===== config.mk =====
export PLATFORM = sky130hd
export DESIGN_NAME = vds_slot_sink
export DESIGN_NICKNAME = d
export VERILOG_FILES = /design/src/design/vds_pkg.sv /design/src/design/vds_descr.sv /design/src/design/vds_hcs_crc.sv /design/src/design/vds_slot_sink.sv
export VERILOG_INCLUDE_DIRS = /design/src /design/src/design
export SDC_FILE = /design/constraint.sdc
export NUM_CORES = 1
export LEC_CHECK = 0
export BUFFER_PORTS_ARGS = -buffer_cell sky130_fd_sc_hd__buf_4
export CAP_MARGIN = 0
export CORE_MARGIN = 2
export CORE_UTILIZATION = 62
export CTS_CLUSTER_DIAMETER = 200
export DETAILED_ROUTE_END_ITERATION = 6
export GPL_ROUTABILITY_DRIVEN = 0
export PLACE_DENSITY = 0.95
export SLEW_MARGIN = 40
export SYNTH_ARGS = -nofsm -noshare
export SYNTH_HDL_FRONTEND = slang
export SYNTH_SLANG_ARGS = --single-unit
export TNS_END_PERCENT = 30

===== constraint.sdc =====
create_clock -name clk_sys -period 15.4 [get_ports clk_sys]
set_input_delay 1.54 -clock clk_sys [delete_from_list [all_inputs] [get_ports clk_sys]]
set_output_delay 1.54 -clock clk_sys [all_outputs]
set_load 0.01 [all_outputs]

===== src/design/vds_map.svh =====
// Purpose: constants of the container-to-slot sink
// Assumes: 4-bit byte address on the register bus
// Notes:   register offsets, control fields, framing figures
`ifndef VDS_MAP_SVH
`define VDS_MAP_SVH

// ==========================================================
// register map
`define VDS_REG_CTRL   4'h0
`define VDS_REG_STAT   4'h4
`define VDS_REG_LABEL  4'h8

// ==========================================================
// control fields and reset value
`define VDS_CTRL_ACT   0
`define VDS_CTRL_H4    1
`define VDS_CTRL_FDN   2
`define VDS_CTRL_HOB   3
`define VDS_CTRL_RST   4'h0

// ==========================================================
// framing figures
`define VDS_SLOT_LEN   6'h35
`define VDS_SLOT_LAST  6'h34
`define VDS_H4_STEP    6'h2d
`define VDS_HDR_END    6'h03
`define VDS_PAY_FIRST  6'h05
`define VDS_HCS_MASK   8'h55
`define VDS_C2_EXP     8'h14
`define VDS_ALL_ONES   8'hff
`define VDS_HCS_POLY   8'h07
`define VDS_SCR_LEN    43

`endif


===== src/design/vds_pkg.sv =====
// Purpose: types of the container-to-slot sink
// Assumes: nothing
// Notes:   stream carriers in and out
package vds_pkg;

	// ==========================================================
	// enumerations
	typedef enum logic [2:0] {
		OK_PAY = 3'b000,
		OK_C2  = 3'b001,
		OK_H4  = 3'b010,
		OK_F2  = 3'b011,
		OK_F3  = 3'b100,
		OK_OTH = 3'b101
	} vds_okind_t;

	typedef enum logic [1:0] {
		OT_DATA = 2'b00,
		OT_SLOT = 2'b01,
		OT_M1   = 2'b10,
		OT_M2   = 2'b11
	} vds_otype_t;

	typedef enum logic [1:0] {
		LSS_CONN = 2'b00,
		LSS_UP   = 2'b01,
		LSS_HOB  = 2'b10,
		LSS_DN   = 2'b11
	} vds_lss_t;

	typedef enum logic [1:0] {
		DL_HUNT = 2'b00,
		DL_PRE  = 2'b01,
		DL_SYNC = 2'b10
	} vds_dlst_t;

	// ==========================================================
	// carriers
	typedef struct packed {
		logic       valid;
		logic       fs;
		vds_okind_t kind;
		logic [7:0] data;
	} vds_ai_t;

	typedef struct packed {
		logic       valid;
		vds_otype_t octet_type_out;
		logic       octet_valid_out;
		logic       frame_timing_mark_out;
		logic [7:0] data;
	} vds_ci_t;

endpackage : vds_pkg


===== src/design/vds_descr.sv =====
// Purpose: self-synchronous descrambler, one octet per step
// Assumes: msb of the octet is the first bit on the line
// Notes:   state holds the last LEN received bits
`timescale 1ns/1ns
`include "vds_map.svh"
module vds_descr #(
	parameter int LEN = `VDS_SCR_LEN
) (
	input  wire logic       clk_sys,
	input  wire logic       rst_n,
	input  wire logic       en,
	input  wire logic [7:0] din,
	output logic      [7:0] dout
);

	logic [LEN-1:0] sr_q;
	logic [LEN-1:0] sr_d;

	// ==========================================================
	// out = in xor in delayed LEN bits
	always_comb begin
		sr_d = sr_q;
		dout = 8'h00;
		for (int i = 7; i >= 0; i--) begin
			dout[i] = din[i] ^ sr_d[LEN-1]; // see [RULE6]
			sr_d    = {sr_d[LEN-2:0], din[i]};
		end
	end

	// frozen outside payload so both ends stay in step
	always_ff @(posedge clk_sys or negedge rst_n) begin
		if (!rst_n) begin
			sr_q <= '0;
		end else if (en) begin
			sr_q <= sr_d; // see [RULE7]
		end
	end
endmodule : vds_descr


===== src/design/vds_hcs_crc.sv =====
// Purpose: header check octet over three header octets
// Assumes: msb first, zero preset
// Notes:   purely combinational
`timescale 1ns/1ns
`include "vds_map.svh"
module vds_hcs_crc #(
	parameter logic [7:0] POLY = `VDS_HCS_POLY
) (
	input  wire logic [23:0] hdr,
	output logic      [7:0]  crc
);

	// ==========================================================
	// bit serial division, unrolled by the loop
	always_comb begin
		crc = 8'h00;
		for (int i = 23; i >= 0; i--) begin
			if (crc[7] ^ hdr[i]) begin
				crc = {crc[6:0], 1'b0} ^ POLY;
			end else begin
				crc = {crc[6:0], 1'b0};
			end
		end
	end

endmodule : vds_hcs_crc


===== src/design/vds_slot_sink.sv =====
// Purpose: slot sink from container octets to slot layer octets
// Assumes: octet kind tagged upstream, same clock as tsf
// Notes:   registers over AXI4-Lite
//
// Summary of operation
// [RULE1] boundaries found by offset octet or by header check correlation, selectable
// [RULE2] check mode: check octet must match the three prior header octets
// [RULE3] offset mode: offset advances by 45 modulo 53 per frame
// [RULE4] offset above range counts as unexpected, never as a boundary
// [RULE5] header check octet is xored with 0x55 before delivery
// [RULE6] payload descrambled by self-synchronous x^43+1
// [RULE7] descrambler steps only on payload octets, holds otherwise
// [RULE8] octet type marks slot start and both management octets
// [RULE9] each delivered octet carries a valid or invalid flag
// [RULE10] timing mark each frame plus link up/down output
// [RULE11] accepted label compared with 0x14, mismatch on difference
// [RULE12] top two offset-octet bits are link code, low six the offset
// [RULE13] both management octets pass through unchanged; code zeroes them on server fail with bus-head capability
// [RULE14] inactive: data all ones and no defect reports
// [RULE15] delineation loss flagged while boundaries are not tracked
// [RULE16] server fail = trail fail or mismatch or delineation loss
// [RULE17] healthy: connected/up gives up; down/hob gives down, sends up
// [RULE18] server fail with bus-head capability or forced down: link down, send down code
// [RULE19] no server fail: octets delivered marked valid
// [RULE20] server fail with bus-head capability: empty octets, link down
// [RULE21] server fail without capability: invalid octets, send hob code
// [RULE22] mismatch reported without trail fail; loss without either
// [RULE23] offset counts octets to next boundary, valid 0 to 52
// [RULE24] link codes 00 connected, 11 down, 01 up, 10 hob
// [RULE25] slot position counts payload octets only, across frames
`timescale 1ns/1ns
`include "vds_map.svh"
module vds_slot_sink
	import vds_pkg::*;
#(
	parameter int ALPHA  = 6,
	parameter int DELTA  = 7,
	parameter int ACCEPT = 5
) (
	input  wire logic        clk_sys,
	input  wire logic        resetn,
	input  wire vds_ai_t     ai,
	input  wire logic        trail_signal_fail_in,
	output vds_ci_t          ci,
	output logic             link_up_down_out,
	output vds_lss_t         outgoing_link_code,
	output logic             server_fail_action,
	output logic             label_mismatch_report,
	output logic             delineation_loss_report,
	input  wire logic [3:0]  s_axi_awaddr,
	input  wire logic        s_axi_awvalid,
	output logic             s_axi_awready,
	input  wire logic [31:0] s_axi_wdata,
	input  wire logic [3:0]  s_axi_wstrb,
	input  wire logic        s_axi_wvalid,
	output logic             s_axi_wready,
	output logic [1:0]       s_axi_bresp,
	output logic             s_axi_bvalid,
	input  wire logic        s_axi_bready,
	input  wire logic [3:0]  s_axi_araddr,
	input  wire logic        s_axi_arvalid,
	output logic             s_axi_arready,
	output logic [31:0]      s_axi_rdata,
	output logic [1:0]       s_axi_rresp,
	output logic             s_axi_rvalid,
	input  wire logic        s_axi_rready
);

	// ==========================================================
	// reset release
	logic [1:0] rs_q;
	logic       rst_n;

	always_ff @(posedge clk_sys or negedge resetn) begin
		if (!resetn) begin
			rs_q <= 2'b00;
		end else begin
			rs_q <= {rs_q[0], 1'b1};
		end
	end
	assign rst_n = rs_q[1];

	// ==========================================================
	// control
	logic [3:0] ctl_q;
	logic       act;
	logic       h4m;
	logic       fdn;
	logic       hob;

	assign act = ctl_q[`VDS_CTRL_ACT];
	assign h4m = ctl_q[`VDS_CTRL_H4];
	assign fdn = ctl_q[`VDS_CTRL_FDN];
	assign hob = ctl_q[`VDS_CTRL_HOB];

	// ==========================================================
	// octet classes
	logic is_pay;
	logic is_h4;
	logic is_c2;
	logic is_mg;

	assign is_pay = ai.valid && ai.kind == OK_PAY;
	assign is_h4  = ai.valid && ai.kind == OK_H4;
	assign is_c2  = ai.valid && ai.kind == OK_C2;
	assign is_mg  = ai.valid && (ai.kind == OK_F2 || ai.kind == OK_F3);

	// ==========================================================
	// header check window
	logic [23:0] win_q;
	logic [7:0]  hcs_calc;
	logic        hcs_hit;

	vds_hcs_crc vds_hcs_crc_inst (
		.hdr (win_q),
		.crc (hcs_calc)
	);

	always_ff @(posedge clk_sys or negedge rst_n) begin
		if (!rst_n) begin
			win_q <= 24'h00_0000;
		end else if (is_pay) begin
			win_q <= {win_q[15:0], ai.data};
		end
	end
	assign hcs_hit = is_pay && (hcs_calc == (ai.data ^ `VDS_HCS_MASK)); // see [RULE2]

	// ==========================================================
	// offset octet
	logic [5:0] off;
	logic       off_ok;
	logic [5:0] prev_q;
	logic [6:0] sum;
	logic [5:0] exp_off;
	logic [5:0] h4_pos;

	assign off    = ai.data[5:0]; // see [RULE12]
	assign off_ok = off <= `VDS_SLOT_LAST; // see [RULE4] see [RULE23]
	assign sum    = {1'b0, prev_q} + {1'b0, `VDS_H4_STEP};
	always_comb begin
		exp_off = sum[5:0];
		if (sum >= {1'b0, `VDS_SLOT_LEN}) begin
			exp_off = 6'(sum - {1'b0, `VDS_SLOT_LEN}); // see [RULE3]
		end
	end
	// first payload octet after the offset octet sits at this position
	assign h4_pos = (off == 6'h00) ? 6'h00 : 6'(`VDS_SLOT_LEN - off); // see [RULE23]

	always_ff @(posedge clk_sys or negedge rst_n) begin
		if (!rst_n) begin
			prev_q <= 6'h00;
		end else if (is_h4 && off_ok) begin
			prev_q <= off;
		end
	end

	// ==========================================================
	// delineation events
	vds_dlst_t  st_q;
	logic [3:0] cnt_q;
	logic [5:0] pos_q;
	logic       mode_q;
	logic       hunt_hit;
	logic       ev_chk;
	logic       ev_good;

	always_comb begin
		if (h4m) begin // see [RULE1]
			hunt_hit = is_h4 && off_ok;
			ev_chk   = is_h4;
			ev_good  = off_ok && off == exp_off; // see [RULE3] see [RULE4]
		end else begin
			hunt_hit = hcs_hit;
			ev_chk   = is_pay && pos_q == `VDS_HDR_END;
			ev_good  = hcs_hit; // see [RULE2]
		end
	end

	// ==========================================================
	// delineation state
	always_ff @(posedge clk_sys or negedge rst_n) begin
		if (!rst_n) begin
			st_q   <= DL_HUNT;
			cnt_q  <= 4'h0;
			mode_q <= 1'b0;
		end else begin
			mode_q <= h4m;
			if (mode_q != h4m) begin
				st_q  <= DL_HUNT;
				cnt_q <= 4'h0;
			end else begin
				case (st_q)
					DL_HUNT: begin
						if (hunt_hit) begin
							st_q  <= DL_PRE;
							cnt_q <= 4'h0;
						end
					end
					DL_PRE: begin
						if (ev_chk && !ev_good) begin
							st_q <= DL_HUNT;
						end else if (ev_chk && cnt_q == 4'(ALPHA - 1)) begin
							st_q  <= DL_SYNC;
							cnt_q <= 4'h0;
						end else if (ev_chk) begin
							cnt_q <= cnt_q + 4'h1;
						end
					end
					DL_SYNC: begin
						if (ev_chk && ev_good) begin
							cnt_q <= 4'h0;
						end else if (ev_chk && cnt_q == 4'(DELTA - 1)) begin
							st_q  <= DL_HUNT; // see [RULE15]
							cnt_q <= 4'h0;
						end else if (ev_chk) begin
							cnt_q <= cnt_q + 4'h1;
						end
					end
					default: begin
						st_q  <= DL_HUNT;
						cnt_q <= 4'h0;
					end
				endcase
			end
		end
	end

	// ==========================================================
	// slot position, payload octets only
	always_ff @(posedge clk_sys or negedge rst_n) begin
		if (!rst_n) begin
			pos_q <= 6'h00;
		end else if (st_q == DL_HUNT && hunt_hit) begin
			pos_q <= h4m ? h4_pos : `VDS_HDR_END + 6'h01;
		end else if (is_pay) begin
			pos_q <= (pos_q == `VDS_SLOT_LAST) ? 6'h00 : pos_q + 6'h01; // see [RULE25]
		end
	end

	// ==========================================================
	// descrambler
	logic       desc_en;
	logic [7:0] desc_out;

	assign desc_en = is_pay && pos_q >= `VDS_PAY_FIRST && st_q != DL_HUNT; // see [RULE7]

	vds_descr vds_descr_inst (
		.clk_sys (clk_sys),
		.rst_n   (rst_n),
		.en      (desc_en),
		.din     (ai.data),
		.dout    (desc_out)
	);

	// ==========================================================
	// label acceptance
	logic [7:0] cand_q;
	logic [2:0] ccnt_q;
	logic [7:0] acc_q;

	always_ff @(posedge clk_sys or negedge rst_n) begin
		if (!rst_n) begin
			cand_q <= 8'h00;
			ccnt_q <= 3'h0;
			acc_q  <= `VDS_C2_EXP;
		end else if (is_c2) begin
			if (ai.data != cand_q) begin
				cand_q <= ai.data;
				ccnt_q <= 3'h1;
			end else if (ccnt_q == 3'(ACCEPT - 1)) begin
				acc_q  <= ai.data;
				ccnt_q <= 3'(ACCEPT);
			end else if (ccnt_q < 3'(ACCEPT)) begin
				ccnt_q <= ccnt_q + 3'h1;
			end
		end
	end

	// ==========================================================
	// defects and server fail
	logic plm_q;
	logic lsd_q;

	always_ff @(posedge clk_sys or negedge rst_n) begin
		if (!rst_n) begin
			plm_q                   <= 1'b0;
			lsd_q                   <= 1'b1;
			server_fail_action      <= 1'b1;
			label_mismatch_report   <= 1'b0;
			delineation_loss_report <= 1'b0;
		end else begin
			plm_q <= acc_q != `VDS_C2_EXP; // see [RULE11]
			lsd_q <= st_q != DL_SYNC; // see [RULE15]
			server_fail_action <= trail_signal_fail_in | plm_q | lsd_q; // see [RULE16]
			label_mismatch_report <= act & plm_q & ~trail_signal_fail_in; // see [RULE22] see [RULE14]
			delineation_loss_report <= act & lsd_q & ~trail_signal_fail_in & ~plm_q; // see [RULE22]
		end
	end

	// ==========================================================
	// link status table
	vds_lss_t rx_q;

	always_ff @(posedge clk_sys or negedge rst_n) begin
		if (!rst_n) begin
			rx_q <= LSS_DN;
		end else if (is_h4) begin
			rx_q <= vds_lss_t'(ai.data[7:6]); // see [RULE12] see [RULE24]
		end
	end

	always_ff @(posedge clk_sys or negedge rst_n) begin
		if (!rst_n) begin
			link_up_down_out   <= 1'b0;
			outgoing_link_code <= LSS_DN;
		end else if (fdn) begin
			link_up_down_out   <= 1'b0;
			outgoing_link_code <= LSS_DN; // see [RULE18]
		end else if (server_fail_action) begin
			link_up_down_out   <= 1'b0; // see [RULE20]
			outgoing_link_code <= hob ? LSS_DN : LSS_HOB; // see [RULE18] see [RULE21]
		end else begin
			case (rx_q)
				LSS_CONN, LSS_UP: begin
					link_up_down_out   <= 1'b1; // see [RULE17]
					outgoing_link_code <= LSS_CONN;
				end
				default: begin
					link_up_down_out   <= 1'b0; // see [RULE17]
					outgoing_link_code <= LSS_UP;
				end
			endcase
		end
	end

	// ==========================================================
	// delivery toward the slot layer
	logic [7:0] dat_d;

	always_comb begin
		dat_d = ai.data; // see [RULE13]
		if (is_pay && pos_q == `VDS_HDR_END) begin
			dat_d = ai.data ^ `VDS_HCS_MASK; // see [RULE5]
		end else if (desc_en) begin
			dat_d = desc_out; // see [RULE6]
		end
		if (server_fail_action && hob) begin
			dat_d = 8'h00; // see [RULE20]
		end
		if (!act) begin
			dat_d = `VDS_ALL_ONES; // see [RULE14]
		end
	end

	always_ff @(posedge clk_sys or negedge rst_n) begin
		if (!rst_n) begin
			ci <= '0;
		end else begin
			ci.valid <= is_pay | is_mg;
			ci.frame_timing_mark_out <= ai.valid & ai.fs; // see [RULE10]
			ci.data <= dat_d;
			ci.octet_valid_out <= act & (~server_fail_action | hob); // see [RULE9] see [RULE19] see [RULE21]
			if (ai.kind == OK_F2) begin
				ci.octet_type_out <= OT_M1; // see [RULE8] see [RULE13]
			end else if (ai.kind == OK_F3) begin
				ci.octet_type_out <= OT_M2;
			end else if (is_pay && pos_q == 6'h00) begin
				ci.octet_type_out <= OT_SLOT; // see [RULE8]
			end else begin
				ci.octet_type_out <= OT_DATA;
			end
		end
	end

	// ==========================================================
	// register bus, write side
	logic [3:0] awaddr_q;
	logic [31:0] wdata_q;
	logic [3:0] wstrb_q;
	logic       aw_have_q;
	logic       w_have_q;
	logic       wr_fire;
	logic       wr_hit;

	assign wr_fire = aw_have_q && w_have_q && !s_axi_bvalid;
	assign wr_hit  = awaddr_q == `VDS_REG_CTRL;

	always_ff @(posedge clk_sys or negedge rst_n) begin
		if (!rst_n) begin
			awaddr_q      <= 4'h0;
			wdata_q       <= 32'h0000_0000;
			wstrb_q       <= 4'h0;
			aw_have_q     <= 1'b0;
			w_have_q      <= 1'b0;
			s_axi_awready <= 1'b1;
			s_axi_wready  <= 1'b1;
			s_axi_bvalid  <= 1'b0;
			s_axi_bresp   <= 2'b00;
		end else begin
			if (s_axi_awvalid && s_axi_awready) begin
				awaddr_q      <= s_axi_awaddr;
				aw_have_q     <= 1'b1;
				s_axi_awready <= 1'b0;
			end
			if (s_axi_wvalid && s_axi_wready) begin
				wdata_q      <= s_axi_wdata;
				wstrb_q      <= s_axi_wstrb;
				w_have_q     <= 1'b1;
				s_axi_wready <= 1'b0;
			end
			if (wr_fire) begin
				s_axi_bvalid <= 1'b1;
				s_axi_bresp  <= (wr_hit || awaddr_q == `VDS_REG_STAT ||
					awaddr_q == `VDS_REG_LABEL) ? 2'b00 : 2'b11;
			end
			if (s_axi_bvalid && s_axi_bready) begin
				s_axi_bvalid  <= 1'b0;
				aw_have_q     <= 1'b0;
				w_have_q      <= 1'b0;
				s_axi_awready <= 1'b1;
				s_axi_wready  <= 1'b1;
			end
		end
	end

	always_ff @(posedge clk_sys or negedge rst_n) begin
		if (!rst_n) begin
			ctl_q <= `VDS_CTRL_RST;
		end else if (wr_fire && wr_hit && wstrb_q[0]) begin
			ctl_q <= wdata_q[3:0];
		end
	end

	// ==========================================================
	// register bus, read side
	logic [31:0] rd_d;
	logic [1:0]  rr_d;

	always_comb begin
		rd_d = 32'h0000_0000;
		rr_d = 2'b00;
		case (s_axi_araddr)
			`VDS_REG_CTRL:  rd_d[3:0] = ctl_q;
			`VDS_REG_STAT:  rd_d = {22'h00_0000, delineation_loss_report,
				label_mismatch_report, outgoing_link_code, rx_q,
				link_up_down_out, server_fail_action, plm_q, lsd_q};
			`VDS_REG_LABEL: rd_d[7:0] = acc_q;
			default:        rr_d = 2'b11;
		endcase
	end

	always_ff @(posedge clk_sys or negedge rst_n) begin
		if (!rst_n) begin
			s_axi_arready <= 1'b1;
			s_axi_rvalid  <= 1'b0;
			s_axi_rdata   <= 32'h0000_0000;
			s_axi_rresp   <= 2'b00;
		end else if (s_axi_arvalid && s_axi_arready) begin
			s_axi_arready <= 1'b0;
			s_axi_rvalid  <= 1'b1;
			s_axi_rdata   <= rd_d;
			s_axi_rresp   <= rr_d;
		end else if (s_axi_rvalid && s_axi_rready) begin
			s_axi_arready <= 1'b1;
			s_axi_rvalid  <= 1'b0;
		end
	end
endmodule : vds_slot_sink


==> results of run 1 <==
[critical path: stages, from the launching register on]
cell and delay, ns:
dfrtp_1 0.57, inv_1 0.11, ha_1 0.38, and2_1 0.18, a2111oi_0 0.64, o21ai_0 0.32
a21oi_1 0.53, nand3_1 0.16, a211oi_1 0.27, o211a_1 0.17, nand4_1 0.23, a31o_1 0.31
nand2b_4 0.17, o32ai_2 0.25
[sequential cells by signal, indices dropped and copies added, names as in the netlist, 4 cells and up]
register and count:
vds_descr_inst.sr_q 43, win_q 24, ci 13, s_axi_rdata 10
acc_q 8, cand_q 8, pos_q 6, prev_q 6
awaddr_q 4, cnt_q 4, ctl_q 4, wdata_q 4
[power by group through the flow]
stage	Clock [mW]	Combinational, mW	Sequential (mW)
detailed placement	0	0.798	0.587
floorplan	0	0.644	0.568
global route	0.466	0.902	0.594
finish	0.444	0.845	0.586
global placement	0	0.744	0.583
CTS	0.445	0.826	0.583
[layer usage]
layer	up-vias	track usage (%)	wire length, um
met5	-	0	0
met2	379	51.1	11100
met3	107	7.07	1570
met1	3227	35.4	7650
li1	2866	-	-
met4	0	16.4	979
[layout by cell type, fill, tap and decap left out, drive strengths merged, types with 7 or more instances in the layout]
cell type	netlist	layout
xor2	19	19
nand3	11	11
a21oi	36	36
or3	7	7
nand2	135	135
clkbuf	32	23
nand4	8	8
dfrtp	151	151
mux2	79	79
buf	29	76
inv	27	31
nand2b	12	12
xnor3	11	11
o21ai	51	51
dfstp	11	11
conb	2	23
mux2i	15	15
ha	15	15
xnor2	42	42
nor2	32	32
[stage by stage]
stage                     utilization, %  setup WS [ns]
after global placement              66.8          10.99
after CTS                           71.6          11.14
final                               71.7          11.00
after floorplan                        -          10.57
after detailed placement            67.1          10.80
after global routing                71.7          10.66
[worst max path at each step]
stage                     depth (start not counted)  slack, ns                  start                   end
after floorplan                                   0      10.57      rs_q[1]$_DFF_PN0_  acc_q[0]$_DFFE_PN0P_
after global placement                           13      10.99                  ai[9]  cnt_q[3]$_DFFE_PN0P_
after detailed placement                         13      10.80                  ai[9]  cnt_q[2]$_DFFE_PN0P_
after CTS                                        13      11.14  prev_q[0]$_DFFE_PN0P_  cnt_q[1]$_DFFE_PN0P_
after global routing                             13      10.66  prev_q[0]$_DFFE_PN0P_  cnt_q[1]$_DFFE_PN0P_
final                                            13      11.00  prev_q[0]$_DFFE_PN0P_  cnt_q[1]$_DFFE_PN0P_
[kinds of logic (layout without fill, tap and decap cells)]
group | Yosys count | in the layout
flip-flops | 162 | 162
AND/OR/NAND/NOR | 240 | 240
multiplexers | 94 | 94
XOR/XNOR | 74 | 74
adder cells (fa/ha/maj) | 15 | 15
AO/OA/AOI/OAI | 136 | 136
buffers and inverters | 89 | 137
other | 2 | 23
[cell type report]
cell class	count	area (um2)	area share, %
Inverter	28	105	1.07
Tap cell	180	225	2.29
Multi-Input combinational cell	582	4210	42.8
Timing Repair Buffer	77	609	6.19
Clock buffer	22	474	4.82
Sequential cell	162	4070	41.4
Clock inverter	10	145	1.48
==> impl_metrics.py, run 1 <==
metrics = {
    "run_status": {
        "status": "completed",
    },
    "route": {
        "drc": 0,
        "via_per_inst": 6.20,
        "totalWireLength_um": 21300,
        "wire_per_inst_um": 20.1,
        "vias": 6579,
        "drtAntennaViolNets": 0,
        "firstDrtPassIters": 7,
        "drt_iter0_markers": 744,
    },
    "critical_path": {
        "regToRegSetupSlack_ns": 11.00,
        "r2r_cells": 13,
        "worst_setup_path_end_kind": "register",
        "r2r_start": "prev_q[0]$_DFFE_PN0P_",
        "rr_endpoint": "cnt_q[1]$_DFFE_PN0P_",
        "required_ns": 15.72,
        "crit_fanout": 12,
        "cp_data_arrival_time_ns": 4.72,
        "crit_path_start_kind": "register",
        "critPathKind": "register to register",
    },
    "logic_synthesis": {
        "avgSynthCellArea_um2": 10.6,
        "synth_top_cells_by_count": "dfrtp_1, nand2_1, mux2_2",
        "ys_seq_elements": 162,
        "muxShareOfSynthArea_pct": 12.1,
        "syn_area_um2": 8600,
        "synthMostInstantiatedCell": "dfrtp_1",
        "synth_edf_count": 0,
        "synthAdderAreaFrac_pct": 2.18,
        "synth_xor_area_share_pct": 10.7,
        "synth_area_leaders": "dfrtp_1, mux2_2, nand2_1",
        "async_reset_ff_share_pct": 100,
        "synth_top_area_cell": "dfrtp_1",
        "ys_warn_count": 0,
        "synthSimpleGateAreaFrac_pct": 12.8,
        "synth.distinct_cells": 67,
        "synth_ff_type": "dfrtp_1",
        "synth_cells": 812,
        "synth_top_family_by_area": "simple AND/OR/NAND/NOR gates",
        "ys_seq_area_share_pct": 47.3,
        "synth_compound_area_share_pct": 9.92,
        "synth_top_area_share_pct": 43.9,
    },
    "power": {
        "power_mw": 1.87,
        "p_int_mw": 1.17,
        "power.share.clock_pct": 23.7,
        "switchingPower_uw": 701,
        "leakage_nw": 4.62,
        "p_per_area_nw_per_um2": 191,
        "ir_worst_vdd_mv": 0.131,
        "netSwitchingFraction_pct": 37.4,
        "power_frac_seq_pct": 31.3,
        "p_comb_share_pct": 45.1,
    },
    "place": {
        "place_area_um2": 9210,
        "numPortBuffers": 71,
        "hpwl_um": 13300,
        "dp_cells": 1029,
    },
    "sta": {
        "layout_min_cycle_time_ns": 4.40,
        "drv_slew": 0,
        "setup_violations": 0,
        "hold_violations": 0,
        "relSlewSlack_pct": 38.8,
        "final.setup_skew_ns": 0.0112,
        "clock.fmax_mhz": 227,
        "holdWs_ns": 0.161,
        "rsz0062_at_grt": "no",
        "min_period_over_period_pct": 28.6,
        "tightest_slew_ns": 0.905,
        "fin_setup_tns_ns": 0,
    },
    "clock_network": {
        "cts_tree": "yes",
        "htreeDepth": 4,
        "cts-resized-gates": 0,
        "clk_pin_slew_ns": 0.06,
        "root_buffer": "clkbuf_16",
        "cts_hold_buf": 0,
        "post_cts_buffers": 0,
        "clock_sinks": 162,
        "clk_latency_ns": 0.43,
        "clock_path_buffers": 2,
        "cts_buffers": 17,
    },
    "finish": {
        "fillCellCount": 827,
        "stdcell_count": 1061,
        "design_area_um2": 9840,
        "areaGrowthSynthToFinish_pct": 14.4,
        "nNetsFinal": 948,
        "drive_above_1_share_pct": 24.6,
        "antenna_cells": 0,
    },
    "die": {
        "dieArea_um2": 14800,
        "rows": 43,
        "die_w_um": 122,
        "core_um2": 13700,
        "io_pins": 125,
        "die_h_um": 122,
        "initial_core_util_pct": 62.7,
    },
    "grt": {
        "grt_pass1_vias": 6771,
        "grt_pass1_wl_um": 34500,
        "grt_usage_pct": 30.1,
        "grt-ovfl-total": 0,
        "grt_max_degree": 88,
        "antenna_found_initial": 0,
    },
    "worst_hold_path": {
        "hold_class": "register to asynchronous set/reset pin",
    },
    "run": {
        "cap_violations": 0,
    },
}
Power figures use the tool's default switching activity.
==> inputs of run 2 (changes only) <==
Settings changed: ABC_AREA set to 1, CORE_UTILIZATION 62 to 58, PLACE_DENSITY 0.95 to 0.93.
Clock period 15.4 ns to 4.4 ns, I/O delays scaled along.
==> run 2 against run 1 <==
Against the previous run: synthesized area grew 2.4%; wire length shrank 8.0%; sequential power grew to 3.7 times the previous value; global-route usage shrank 5.0 points; hold slack gained 0.0017 ns; critical path type unchanged; largest power group unchanged.
==> impl_metrics.py, run 2 <==
metrics = {
    "run_status": {
        "status": "completed",
    },
    "place": {
        "numPortBuffers": 71,
        "dp_cells": 1384,
        "hpwl_um": 13700,
    },
    "die": {
        "die_h_um": 127,
        "initial_core_util_pct": 58.6,
        "io_pins": 125,
        "rows": 45,
        "core_um2": 15000,
        "die_w_um": 127,
        "dieArea_um2": 16200,
    },
    "clock_network": {
        "post_cts_buffers": 0,
        "clk_pin_slew_ns": 0.07,
        "cts_tree": "yes",
        "root_buffer": "clkbuf_16",
        "cts_buffers": 17,
        "clk_latency_ns": 0.44,
        "htreeDepth": 4,
        "clock_path_buffers": 2,
        "clock_sinks": 162,
        "cts_hold_buf": 1,
        "cts-resized-gates": 0,
    },
    "route": {
        "wire_per_inst_um": 13.8,
        "vias": 7628,
        "via_per_inst": 5.38,
        "totalWireLength_um": 19600,
        "routed-wl-met3_um": 1250,
        "drc": 0,
        "dr.max_layer_used": "met4",
        "drtAntennaViolNets": 0,
        "wl_met2_um": 9530,
        "firstDrtPassIters": 7,
        "drt_iter0_markers": 724,
        "drt-met1-wl_um": 8370,
    },
    "critical_path": {
        "max_stage_delay_ns": 0.42,
        "rr_endpoint": "cnt_q[3]$_DFFE_PN0P_",
        "r2r_cells": 18,
        "crit_chain": "ha_1 -> inv_1 -> nand2_1 -> nand2_1 -> inv_1 -> o21ai_0 -> nand2_1 -> o21ai_0 -> nand2_1 -> o21ai_0 -> xor2_1 -> nand3_1 -> o21ai_0 -> nand3_1 -> nand4_1 -> nand2_1 -> nand2_1 -> nand2_1",
        "crit_fanout": 6,
        "crit_top_cell": "nand2_1",
        "cp_data_arrival_time_ns": 3.39,
        "required_ns": 4.73,
        "slowest_stage": "dfrtp_1",
        "crit_path_start_kind": "register",
        "worst_setup_path_end_kind": "register",
        "critPathKind": "register to register",
        "regToRegSetupSlack_ns": 1.34,
        "r2r_start": "prev_q[0]$_DFFE_PN0P_",
    },
    "logic_synthesis": {
        "synth_top_area_share_pct": 42.9,
        "async_reset_ff_share_pct": 100,
        "synth_cells": 1152,
        "synth.distinct_cells": 42,
        "synth_area_leaders": "dfrtp_1, nand2_1, o21ai_0",
        "synth_top_area_cell": "dfrtp_1",
        "ys_seq_elements": 162,
        "syn_area_um2": 8810,
        "synth_edf_count": 0,
        "synth_ff_type": "dfrtp_1",
        "synth_top_cells_by_count": "nand2_1, dfrtp_1, inv_1",
        "synthMostInstantiatedCell": "nand2_1",
        "avgSynthCellArea_um2": 7.65,
        "ys_seq_area_share_pct": 46.2,
        "ys_warn_count": 0,
    },
    "sta": {
        "tightest_slew_ns": 0.643,
        "relSlewSlack_pct": 57.0,
        "holdWs_ns": 0.162,
        "clock.fmax_mhz": 327,
        "layout_min_cycle_time_ns": 3.06,
        "drv_slew": 0,
        "setup_violations": 0,
        "hold_violations": 0,
        "final.setup_skew_ns": 0.00900,
        "min_period_over_period_pct": 69.6,
        "rsz0062_at_grt": "no",
        "fin_setup_tns_ns": 0,
    },
    "worst_hold_path": {
        "hold_class": "input pin to register",
        "min_to": "s_axi_wready$_DFFE_PN1P_",
        "min-delay-start": "s_axi_wvalid",
        "whs_path_depth": 2,
    },
    "power": {
        "p_per_area_nw_per_um2": 633,
        "ir_worst_vdd_mv": 0.363,
        "leakage_nw": 5.24,
        "power_mw": 6.34,
    },
    "finish": {
        "stdcell_count": 1417,
        "antenna_cells": 0,
        "nNetsFinal": 1296,
        "multi_input_area_um2": 3980,
        "areaGrowthSynthToFinish_pct": 13.7,
        "regMostFlops": "vds_descr_inst.sr_q",
        "final_common_cell": "nand2_1",
        "fillCellCount": 1157,
        "fin_util_pct": 66.6,
        "drive_above_1_share_pct": 15.5,
        "final_cell_mix": "nand2_1, dfrtp_1, inv_1",
        "largest_register_ffs": 43,
        "regArea_um2": 4070,
        "reg_top3": "vds_descr_inst.sr_q: 43 flops, win_q: 24 flops, ci: 13 flops",
    },
    "run": {
        "cap_violations": 0,
    },
    "grt": {
        "grt_max_degree": 93,
        "grt_usage_pct": 25.2,
        "antenna_found_initial": 0,
        "grt_pass1_wl_um": 32600,
        "grt-ovfl-total": 0,
        "grt_pass1_vias": 7078,
    },
}
[run 2: through the flow]
stage / setup slack (ns) / instance area, um2
final: 1.34 / 10000
after global routing: 0.984 / 10000
after CTS: 1.35 / 10000
after detailed placement: 1.41 / 9440
after global placement: 1.53 / 9410
after floorplan: 1.73 / 8890
[run 2: worst max-delay path, delay by kind of cell (launching register included)]
family          cells  cell delay [ns]
fa+ha+maj           1             0.25
buf+inv             2             0.17
simple gates       10             1.05
compound gates      4             0.91
xor+xnor            1             0.17
flops               1             0.42
[run 2: cell families (layout without fill, tap and decap cells)]
| logic type | after synthesis | count (layout) | synth area share [%] |
|---|---|---|---|
| other | 2 | 23 | 0.0852 |
| AND/OR/NAND/NOR | 572 | 572 | 28.4 |
| buffers and inverters | 203 | 259 | 9.74 |
| flip-flops | 162 | 162 | 46.2 |
| adder cells (fa/ha/maj) | 15 | 15 | 2.13 |
| XOR/XNOR | 29 | 29 | 2.88 |
| multiplexers | 7 | 7 | 0.895 |
| AO/OA/AOI/OAI | 162 | 162 | 9.67 |
[run 2: area by class of cell]
class / instances / area share, %
clock buffers: 18 / 4.29
clock inverters: 14 / 1.30
inverters: 150 / 5.62
multi-input cells: 808 / 39.7
flip-flops and latches: 162 / 40.7
well taps: 188 / 2.35
repair buffers: 77 / 6.05
[run 2: worst max path at each step]
stage,startpoint,endpoint,slack [ns],cells after the start
floorplan,rs_q[1]$_DFF_PN0_,acc_q[0]$_DFFE_PN0P_,1.73,0
global placement,prev_q[0]$_DFFE_PN0P_,cnt_q[0]$_DFFE_PN0P_,1.53,16
detailed placement,prev_q[0]$_DFFE_PN0P_,cnt_q[1]$_DFFE_PN0P_,1.41,15
CTS,prev_q[0]$_DFFE_PN0P_,cnt_q[3]$_DFFE_PN0P_,1.35,19
global route,prev_q[0]$_DFFE_PN0P_,cnt_q[3]$_DFFE_PN0P_,0.98,18
finish,prev_q[0]$_DFFE_PN0P_,cnt_q[3]$_DFFE_PN0P_,1.34,18
[run 2: metal layers]
layer,vias to the layer above,GRT usage [%]
li1,3735,-
met1,3589,33.4
met2,260,41.4
met3,44,5.32
met4,0,8.79
met5,-,0
[run 2: power breakdown]
part	leakage (nW)	internal [mW]	total, mW	switching (mW)
logic	2.98	0.988	2.77	1.78
registers	1.99	1.89	2.17	0.284
clock network	0.265	0.783	1.41	0.623
total	5.24	3.66	6.34	2.68
